**config.mk**
```make
export PLATFORM = sky130hd
export DESIGN_NAME = lcd_drive_ctrl
export DESIGN_NICKNAME = d
export VERILOG_FILES = /design/src/include/lcd_pkg.sv /design/src/rtl/lcd_dmem.sv /design/src/rtl/lcd_drive_ctrl.sv
export SDC_FILE = /design/constraint.sdc
export NUM_CORES = 2
export LEC_CHECK = 0
export BUFFER_PORTS_ARGS = -buffer_cell sky130_fd_sc_hd__buf_2
export CORE_ASPECT_RATIO = 1.2
export CORE_MARGIN = 2
export CORE_UTILIZATION = 40
export DETAILED_ROUTE_END_ITERATION = 12
export PLACE_DENSITY = 0.55
export SLEW_MARGIN = 0
export SYNTH_ARGS = -nofsm -noshare
export SYNTH_HDL_FRONTEND = slang
export SYNTH_HIERARCHICAL = 1
export SYNTH_SLANG_ARGS = --single-unit
```
**constraint.sdc**
```tcl
create_clock -name i_ref_clk -period 10.65 [get_ports i_ref_clk]
set_clock_uncertainty 0.05 [all_clocks]
set_input_delay 1.5975 -clock i_ref_clk [delete_from_list [all_inputs] [get_ports i_ref_clk]]
set_output_delay 1.5975 -clock i_ref_clk [all_outputs]
set_load 0.01 [all_outputs]
```
**src/include/lcd_pkg.sv**
```systemverilog
// Purpose: Shared types and constants of the LCD drive-select and command block
// Assumes: 40 MHz reference clock, APB register access with 32-bit data
// Notes:   Drive levels are codes; the analog switch matrix turns them into voltages
package lcd_pkg;

  localparam int unsigned APB_AW = 8;

  typedef struct packed {
    logic              psel;
    logic              penable;
    logic              pwrite;
    logic [APB_AW-1:0] paddr;
    logic [31:0]       pwdata;
  } lcd_apb_req_t;

  typedef struct packed {
    logic        pready;
    logic        pslverr;
    logic [31:0] prdata;
  } lcd_apb_rsp_t;

  // Drive level codes for segment and common outputs
  typedef enum logic [2:0] {
    LVL_VDD = 3'b000,
    LVL_V1  = 3'b001,
    LVL_V2  = 3'b010,
    LVL_V3  = 3'b011,
    LVL_V4  = 3'b100,
    LVL_V5  = 3'b101
  } lcd_level_t;

  // Register byte offsets
  localparam logic [APB_AW-1:0] OFS_CMD        = 8'h00;
  localparam logic [APB_AW-1:0] OFS_DATA       = 8'h04;
  localparam logic [APB_AW-1:0] OFS_START_LINE = 8'h08;
  localparam logic [APB_AW-1:0] OFS_PAGE       = 8'h0c;
  localparam logic [APB_AW-1:0] OFS_COLUMN     = 8'h10;
  localparam logic [APB_AW-1:0] OFS_DISP_ON    = 8'h14;
  localparam logic [APB_AW-1:0] OFS_STATUS     = 8'h18;

  // Field widths and positions
  localparam int unsigned START_W       = 5;
  localparam int unsigned PAGE_W        = 2;
  localparam int unsigned COL_W         = 7;
  localparam int unsigned ST_BUSY_BIT   = 0;
  localparam int unsigned ST_OFF_BIT    = 1;
  localparam int unsigned ST_FRAME_BIT  = 2;
  localparam int unsigned ST_COM_LSB    = 4;
  localparam int unsigned ST_COM_W      = 4;

  // Command codes
  localparam logic [7:0] CMD_SOFT_RESET = 8'he2;

  // Values after hardware reset
  localparam logic [START_W-1:0] START_LINE_RST = 5'h00;
  localparam logic [PAGE_W-1:0]  PAGE_RST       = 2'h0;
  localparam logic [COL_W-1:0]   COLUMN_RST     = 7'h00;
  localparam logic               DISP_ON_RST    = 1'b0;

  // Values loaded by the software reset command
  localparam logic [START_W-1:0] SOFT_START_LINE = 5'h00;
  localparam logic [PAGE_W-1:0]  SOFT_PAGE       = 2'h3;

  // Display memory geometry
  localparam int unsigned MEM_COLS  = 80;
  localparam int unsigned MEM_PAGES = 4;
  localparam int unsigned MEM_DEPTH = MEM_COLS * MEM_PAGES;
  localparam int unsigned MEM_AW    = 9;

  // Timing
  localparam int unsigned CLK_PERIOD_NS = 25;
  localparam real         RESET_TIME_US = 1.0;
  localparam int unsigned RESET_CYCLES  = int'(RESET_TIME_US * 1000.0) / CLK_PERIOD_NS;

endpackage

```
**src/rtl/lcd_dmem.sv**
```systemverilog
// Purpose: Display data memory, one write port and one registered read port
// Assumes: Single clock, writes and reads may fall in the same cycle
// Notes:   Read data appears one cycle after the read address
`timescale 1ns/10ps
module lcd_dmem
  import lcd_pkg::*;
#(
  parameter int unsigned W     = 8,
  parameter int unsigned DEPTH = MEM_DEPTH,
  parameter int unsigned AW    = MEM_AW
)
(
  input  wire logic          i_ref_clk,
  input  wire logic          i_resetn,
  input  wire logic          i_wr_en,
  input  wire logic [AW-1:0] i_wr_addr,
  input  wire logic [W-1:0]  i_wr_data,
  input  wire logic          i_rd_en,
  input  wire logic [AW-1:0] i_rd_addr,
  output logic      [W-1:0]  o_rd_data
);

  typedef struct packed {
    logic [DEPTH-1:0][W-1:0] mem;
    logic [W-1:0]            rdata;
  } dmem_state_t;

  dmem_state_t s;
  dmem_state_t next_s;

  if ((DEPTH < 1) || (AW < $clog2(DEPTH)))
  begin : g_param_check
    $error("lcd_dmem: address too narrow for depth");
  end

  always_comb
  begin
    next_s = s;
    if (i_wr_en && (int'(i_wr_addr) < DEPTH))
    begin
      next_s.mem[i_wr_addr] = i_wr_data;
    end
    if (i_rd_en && (int'(i_rd_addr) < DEPTH))
    begin
      next_s.rdata = s.mem[i_rd_addr];
    end
  end

  always_ff @(posedge i_ref_clk or negedge i_resetn)
  begin
    if (!i_resetn)
    begin
      s <= '0;
    end
    else
    begin
      s <= next_s;
    end
  end

  assign o_rd_data = s.rdata;

endmodule

```
**src/rtl/lcd_drive_ctrl.sv**
```systemverilog
// Purpose: Software reset command and segment/common drive level selection
// Assumes: One 40 MHz clock times control, pixel rate and frame; APB registers
// Notes:   Drive levels are codes; the busy window after reset lasts 1.0 us
// Operation
// - Software reset clears the five-bit start line register to zero.
// - Software reset loads the two-bit page address register with three.
// - Software reset leaves display memory and all other registers untouched.
// - Command code e2 written with command select low decodes as software reset.
// - Segment level from frame and pixel when on; V2 or V3 when off.
// - Common level from frame and row select when on; holds level when off.
// - Row select comes from an internal common counter stepping through the rows.
// - During reset every segment and common output drives the VDD level.
// - One internal clock times control logic, pixel rate and frame signal.
// - Hardware reset completes no later than 1.0 us after reset release.
//
// Implementation choices: the address map and register access over APB.
`timescale 1ns/10ps
module lcd_drive_ctrl
  import lcd_pkg::*;
#(
  parameter int unsigned SEG_N       = 61,
  parameter int unsigned COM_N       = 16,
  parameter int unsigned LINE_CYCLES = 128
)
(
  input  wire logic                        i_ref_clk,
  input  wire logic                        i_resetn,
  input  wire lcd_apb_req_t                i_apb,
  output lcd_apb_rsp_t                     o_apb,
  output lcd_level_t   [SEG_N-1:0]         o_segment_outputs,
  output lcd_level_t   [COM_N-1:0]         o_common_outputs,
  output logic                             o_frame_polarity
);

  localparam int unsigned LCW = $clog2(LINE_CYCLES);
  localparam int unsigned CW  = $clog2(COM_N);

  // The scan needs one cycle per column plus the read latency within each line
  if ((LINE_CYCLES < SEG_N + 2) || (SEG_N > MEM_COLS) || (SEG_N < 1)
      || (COM_N < 2) || (COM_N > (1 << ST_COM_W)) || (COM_N > 32))
  begin : g_param_check
    $error("lcd_drive_ctrl: unsupported parameter set");
  end

  // The busy counter is six bits wide; a longer reset window would never end
  if ((RESET_CYCLES < 1) || (RESET_CYCLES > 64))
  begin : g_reset_check
    $error("lcd_drive_ctrl: reset window does not fit the busy counter");
  end

  typedef struct packed {
    logic                   busy;
    logic [5:0]             busy_cnt;
    logic [START_W-1:0]     start_line;
    logic [PAGE_W-1:0]      page;
    logic [COL_W-1:0]       column;
    logic                   disp_on;
    logic [LCW-1:0]         line_cnt;
    logic [CW-1:0]          com_cnt;
    logic                   frame;
    logic [SEG_N-1:0]       fetch_buf;
    logic [SEG_N-1:0]       pix;
    lcd_level_t [SEG_N-1:0] seg;
    lcd_level_t [COM_N-1:0] com;
    logic                   mem_we;
    logic [MEM_AW-1:0]      mem_waddr;
    logic [7:0]             mem_wdata;
    lcd_apb_rsp_t           apb;
  } ctrl_state_t;

  localparam ctrl_state_t STATE_RST = '{
    busy:       1'b1,
    busy_cnt:   6'h00,
    start_line: START_LINE_RST,
    page:       PAGE_RST,
    column:     COLUMN_RST,
    disp_on:    DISP_ON_RST,
    line_cnt:   '0,
    com_cnt:    '0,
    frame:      1'b0,
    fetch_buf:  '0,
    pix:        '0,
    seg:        '{default: LVL_VDD},
    com:        '{default: LVL_VDD},
    mem_we:     1'b0,
    mem_waddr:  '0,
    mem_wdata:  8'h00,
    apb:        '0
  };

  ctrl_state_t s;
  ctrl_state_t next_s;

  logic              rd_en;
  logic [MEM_AW-1:0] rd_addr;
  logic [7:0]        rd_data;
  logic [CW-1:0]     com_next;
  logic [4:0]        fetch_row;
  logic              apb_done;

  function automatic logic [MEM_AW-1:0] mem_addr(input logic [PAGE_W-1:0] page,
                                                 input logic [COL_W-1:0]  col);
    mem_addr = MEM_AW'(int'(page) * MEM_COLS + int'(col));
  endfunction

  function automatic lcd_level_t seg_level(input logic frame, input logic pixel, input logic on);
    if (!on)
    begin
      seg_level = frame ? LVL_V2 : LVL_V3;
    end
    else if (!frame)
    begin
      seg_level = pixel ? LVL_V5 : LVL_V3;
    end
    else
    begin
      seg_level = pixel ? LVL_VDD : LVL_V2;
    end
  endfunction

  function automatic lcd_level_t com_level(input logic frame, input logic selected);
    if (!frame)
    begin
      com_level = selected ? LVL_VDD : LVL_V4;
    end
    else
    begin
      com_level = selected ? LVL_V5 : LVL_V1;
    end
  endfunction

  lcd_dmem #(
    .W     (8),
    .DEPTH (MEM_DEPTH),
    .AW    (MEM_AW)
  ) u_dmem (
    .i_ref_clk (i_ref_clk),
    .i_resetn  (i_resetn),
    .i_wr_en   (s.mem_we),
    .i_wr_addr (s.mem_waddr),
    .i_wr_data (s.mem_wdata),
    .i_rd_en   (rd_en),
    .i_rd_addr (rd_addr),
    .o_rd_data (rd_data)
  );

  // Row that the next line shows; the data memory is fetched one line ahead
  always_comb
  begin
    if (int'(s.com_cnt) == COM_N - 1)
    begin
      com_next = '0;
    end
    else
    begin
      com_next = CW'(int'(s.com_cnt) + 1);
    end
    fetch_row = 5'(int'(s.start_line) + int'(com_next));
    // Reads are only issued for columns that reach a segment
    rd_en     = !s.busy && (int'(s.line_cnt) < SEG_N);
    rd_addr   = mem_addr(fetch_row[4:3], COL_W'(s.line_cnt));
    apb_done  = i_apb.psel && i_apb.penable && s.apb.pready;
  end

  always_comb
  begin
    next_s = s;
    next_s.mem_we = 1'b0;

    // Hardware reset sequence: counted from release, done within the limit
    if (s.busy)
    begin
      if (int'(s.busy_cnt) >= RESET_CYCLES - 1)
      begin
        next_s.busy = 1'b0;
      end
      else
      begin
        next_s.busy_cnt = 6'(int'(s.busy_cnt) + 1);
      end
    end

    // APB slave: one wait state, answer registered
    next_s.apb.pready = 1'b0;
    if (i_apb.psel && i_apb.penable && !s.apb.pready)
    begin
      next_s.apb.pready  = 1'b1;
      next_s.apb.pslverr = 1'b0;
      next_s.apb.prdata  = 32'h0000_0000;
      if (i_apb.paddr == OFS_CMD)
      begin
        next_s.apb.prdata = 32'h0000_0000;
      end
      else if (i_apb.paddr == OFS_DATA)
      begin
        next_s.apb.prdata = 32'h0000_0000;
      end
      else if (i_apb.paddr == OFS_START_LINE)
      begin
        next_s.apb.prdata[START_W-1:0] = s.start_line;
      end
      else if (i_apb.paddr == OFS_PAGE)
      begin
        next_s.apb.prdata[PAGE_W-1:0] = s.page;
      end
      else if (i_apb.paddr == OFS_COLUMN)
      begin
        next_s.apb.prdata[COL_W-1:0] = s.column;
      end
      else if (i_apb.paddr == OFS_DISP_ON)
      begin
        next_s.apb.prdata[0] = s.disp_on;
      end
      else if (i_apb.paddr == OFS_STATUS)
      begin
        next_s.apb.prdata[ST_BUSY_BIT]                      = s.busy;
        next_s.apb.prdata[ST_OFF_BIT]                       = !s.disp_on;
        next_s.apb.prdata[ST_FRAME_BIT]                     = s.frame;
        next_s.apb.prdata[ST_COM_LSB +: ST_COM_W]           = ST_COM_W'(s.com_cnt);
      end
      else
      begin
        // Unmapped offsets answer with an error and change nothing
        next_s.apb.pslverr = 1'b1;
      end
    end

    // Writes land at the edge where pready is sampled; ignored while busy
    if (apb_done && i_apb.pwrite && !s.busy)
    begin
      if (i_apb.paddr == OFS_CMD)
      begin
        if (i_apb.pwdata[7:0] == CMD_SOFT_RESET)
        begin
          // Only these two registers move; memory and the rest stay as they are
          next_s.start_line = SOFT_START_LINE;
          next_s.page       = SOFT_PAGE;
        end
      end
      else if (i_apb.paddr == OFS_DATA)
      begin
        next_s.mem_we    = 1'b1;
        next_s.mem_waddr = mem_addr(s.page, s.column);
        next_s.mem_wdata = i_apb.pwdata[7:0];
        // Column stops at the last column rather than wrapping into the next page
        if (int'(s.column) < MEM_COLS - 1)
        begin
          next_s.column = COL_W'(int'(s.column) + 1);
        end
      end
      else if (i_apb.paddr == OFS_START_LINE)
      begin
        next_s.start_line = i_apb.pwdata[START_W-1:0];
      end
      else if (i_apb.paddr == OFS_PAGE)
      begin
        next_s.page = i_apb.pwdata[PAGE_W-1:0];
      end
      else if (i_apb.paddr == OFS_COLUMN)
      begin
        if (int'(i_apb.pwdata[COL_W-1:0]) < MEM_COLS)
        begin
          next_s.column = i_apb.pwdata[COL_W-1:0];
        end
      end
      else if (i_apb.paddr == OFS_DISP_ON)
      begin
        next_s.disp_on = i_apb.pwdata[0];
      end
    end

    // Raster scan, frame and pixel timing all run on the one reference clock
    if (!s.busy)
    begin
      if (int'(s.line_cnt) >= 1 && int'(s.line_cnt) <= SEG_N)
      begin
        next_s.fetch_buf[int'(s.line_cnt) - 1] = rd_data[fetch_row[2:0]];
      end
      if (int'(s.line_cnt) == LINE_CYCLES - 1)
      begin
        next_s.line_cnt = '0;
        next_s.com_cnt  = com_next;
        next_s.pix      = s.fetch_buf;
        if (com_next == '0)
        begin
          next_s.frame = !s.frame;
        end
      end
      else
      begin
        next_s.line_cnt = LCW'(int'(s.line_cnt) + 1);
      end
    end

    // Output levels; during the reset sequence all stay at VDD
    for (int i = 0; i < SEG_N; i++)
    begin
      if (s.busy)
      begin
        next_s.seg[i] = LVL_VDD;
      end
      else
      begin
        next_s.seg[i] = seg_level(s.frame, s.pix[i], s.disp_on);
      end
    end
    // Off: commons keep their last level while segments park at V2 or V3
    for (int k = 0; k < COM_N; k++)
    begin
      if (s.busy)
      begin
        next_s.com[k] = LVL_VDD;
      end
      else if (s.disp_on)
      begin
        next_s.com[k] = com_level(s.frame, int'(s.com_cnt) == k);
      end
      else
      begin
        next_s.com[k] = s.com[k];
      end
    end
  end

  // Asynchronous reset puts every segment and common output at VDD at once
  always_ff @(posedge i_ref_clk or negedge i_resetn)
  begin
    if (!i_resetn)
    begin
      s <= STATE_RST;
    end
    else
    begin
      s <= next_s;
    end
  end

  // Every output comes straight from the state register
  assign o_apb             = s.apb;
  assign o_segment_outputs = s.seg;
  assign o_common_outputs  = s.com;
  assign o_frame_polarity  = s.frame;

endmodule
```
==> results.md <==
- Clk_lat worst skew: 0.89 ns
- # resized after CTS: 0
- PortBufs: 246
- Post-DP HPWL: approximately 250,000 microns
- Cells along the critical path: ha_1 -> a31oi_1 -> ha_1 -> inv_1 -> fa_1 -> inv_1 -> a21o_1 -> a21oi_1 -> xor2_1 -> inv_1 -> ha_1 -> nand3_1 -> nand2_1 -> xnor2_2 -> buf_4 -> or2_2 -> nand2_1 -> and2_1 -> nand4_1 -> or3_1 -> a311oi_1 -> a31oi_1
- Fin. max-slew vios: 0
- Leak Pwr: 68.77 nW
- Core footprint: 330,100 sq um
- Power Density: 152.2 nW/um^2
- Hold Slack: 0.4002 ns
- Post-route core utilization: 44.39%
- Routed len/inst: 29.36 microns
- Die height: 634.8 microns
- Clk slew on worst S/H paths: approximately 0.060 ns
- Postcts setup bufs: 0
- CP bufs+invs: 4
- Area Overhead vs Synth: 10.47%
- Deepest clock path buffer count: 4
- Worst-path fanout max: 15
- Vias: 78.50k
- CP Data Required Time: about 11 ns
- Critical path class: reg -> reg
- Drt first pass iters: 6
- CTS buffer count: 308
- I/O pins: 311
- Setup TNS: 0 ns
- Crit-path max cell delay: between 0.9 and 1 ns
- Delay-heaviest family, CP: simple AND/OR/NAND/NOR gates
- VDD IR max: 0.1345 mV
- Endpoints failing hold: 0
- Fillers: 29.42k
- Mapped cell area: 132,600 sq um
- Row cnt: 231
- Worst-margin pin slew: 1.430 ns
- RSZ-0062 raised after global routing: no
- CTS tree: built
- TritonCTS Sinks: 2,892
- Rel. slew slack: 4.633%
- Die area: 336,200 sq um
- CP max stage cell: a311oi_1
- Vias in the first global route: 81.88k
- Final GP Congestion: 0.8504
- CTS H-Tree Depth: 5
- Crit path DAT: 7.32 ns
- Max cap viols: 0
- Die width: 529.7 microns
- Drt initial violations: 6,182
- Post-synth EDFFs: 0
- Area leader, netlist: dfrtp_1
- DR DRC count: 0
- Worst hold path type: reg -> reg
- Synth warnings: 6
- Startpoint Class: flop
- NumNets Final: 9,037
- Distinct cells, synth: 94
- Final WL: 400,200 microns
- CTS root buffer: clkbuf_16
- Yosys reg bits: 2,892
- Gr ovfl total: 0
- DRT antenna net count: 0
- GRT Total Usage: 23.70%
- Post-synth top area share: a little over half
- Cts hold-fix bufs: 0
- Sequential area share after synthesis: 54.56%
- Crit share post-route: 62.54%
- Post-synth ARST share: 100.0%
- Fmax: 0.1501 GHz
- Crit. End Element: flop
- First-pass GRT wire length: 588,700 microns
- Tmin final: ~6.7 ns
- Status: finished, final reports clean
- Cells after synthesis: a little over 9k
- Initial antenna violation count: 19
- Final setup viols: 0
- Largest net degree at the start of global routing: 193
- Vias/cell: 5.759
- Initial core utilization: 40.18%
- Mean Syn Cell Area: 14.46 sq um
- Layout cells sized above 1: 45.51%
- Post-synth top flop: dfrtp_1
- Largest cells by area after synthesis: dfrtp_1 (55%), mux2_2 (22%), mux4_2 (9.8%)
## cell type report
class,count,area [sq um],area share [%]
Clock inverter,90,1065,0.7267
Clock buffer,449,9234,6.302
Timing Repair Buffer,385,2610,1.781
Inverter,32,121.4,0.08283
Tap cell,4427,5539,3.780
Multi-Input combinational cell,5349,55510,37.88
Sequential cell,2892,72420,49.43
Antenna cell,8,20.02,0.01366
## worst reg2reg max path, stage by stage (launching register included)
cell and delay [ns]:
dfrtp_1 0.44, ha_1 0.33, a31oi_1 0.26, ha_1 0.21, inv_1 0.06, fa_1 0.40, inv_1 0.07, a21o_1 0.11
a21oi_1 0.07, xor2_1 0.58, inv_1 0.11, ha_1 0.30, nand3_1 0.09, nand2_1 0.10, xnor2_2 0.16, buf_4 0.26
or2_2 0.50, nand2_1 0.14, and2_1 0.43, nand4_1 0.14, or3_1 0.55, a311oi_1 0.96, a31oi_1 0.18
## through the flow
stage	cell area (sq um)	worst slack, ns	cells	total power [mW]
detailed placement	136200	3.991	13090	11.51
floorplan	132800	6.145	9209	11.26
global placement	136200	3.891	13080	11.50
finish	146500	3.990	13630	22.31
CTS	146500	3.945	13620	22.59
global route	146500	3.706	13630	23.08
## state kept, by name, summed over array words and instances (netlist names)
name / cells
u_dmem/s: 2560
o_frame_polarity: 1
o_common_outputs: 17
o_apb: 10
o_segment_outputs: 123
u_dmem/o_rd_data: 8
s: 173
## final timing paths
| kind | slack [ns] | cells after the start | from | to |
|---|---|---|---|---|
| max | 3.99 | 22 | s[406] | u_dmem/o_rd_data[5] |
| min | 0.40 | 1 | s[312] | o_segment_outputs[88] |
| max reg2reg | 3.99 | 22 | s[406] | u_dmem/o_rd_data[5] |
| min reg2reg | 0.40 | 1 | s[312] | o_segment_outputs[88] |
| max in group asynchronous | 7.48 | 3 | i_resetn | u_dmem/s[762] |
| min in group asynchronous | 0.61 | 1 | i_resetn | o_apb[5] |
## where the power goes
part / leakage, nW / switching, mW / internal (mW)
logic: 23.6 / 0.264 / 0.0317
clock network: 5.11 / 4.51 / 6.50
registers: 40.0 / 0.00731 / 11.0
total: 68.8 / 4.78 / 17.5
## synth_stat cells, types with 26 or more instances
master and count:
a22oi_1 113, buf_4 315, and3_1 75, nor2_1 347, o22ai_1 45, clkbuf_1 471, nor2b_1 36, nor3_1 56
buf_2 101, o21ai_0 48, mux2_2 2638, nand3_1 106, dfrtp_1 2891, a22o_1 26, nand4_1 27, a21oi_1 128
mux2i_1 205, inv_1 28, mux4_2 577, a221oi_1 39, nand2_1 459, a211oi_1 26
## per-layer routing
layer	GRT usage (%)	wire, microns	vias to the layer above
met5	0	59	-
met4	9.511	17410	8
met3	3.513	19420	671
met2	39.37	195200	2152
met1	31.13	168200	42800
li1	-	-	32880
## layout by cell type (no fill, tap or decap), types with 48 or more instances in the layout
cell       Yosys  routed
dfrtp_1     2891    2878
mux2_2      2638    2638
mux4_2       577     577
nand2_1      459     449
nor2_1       347     340
clkbuf_16      0     321
buf_2        101     245
mux2i_1      205     205
a21oi_1      128     128
a22oi_1      113     113
buf_4        315     113
nand3_1      106     102
and3_1        75      75
clkbuf_8       0      72
clkbuf_1     471      56
nor3_1        56      55
clkinv_2       0      55
o21ai_0       48      48
## cells by family (layout without fill, tap and decap cells)
| kind of cell | Yosys count | in the layout | synth area share (%) |
|---|---|---|---|
| other cells | 1 | 48 | 0.002827 |
| xor+xnor | 36 | 36 | 0.2377 |
| simple gates | 1249 | 1249 | 4.303 |
| compound gates | 577 | 577 | 3.021 |
| mux | 3423 | 3423 | 33.77 |
| flops | 2892 | 2892 | 54.56 |
| buf+inv | 968 | 956 | 3.862 |
| fa+ha+maj | 24 | 24 | 0.2434 |
(Power assumes the default switching activity.)
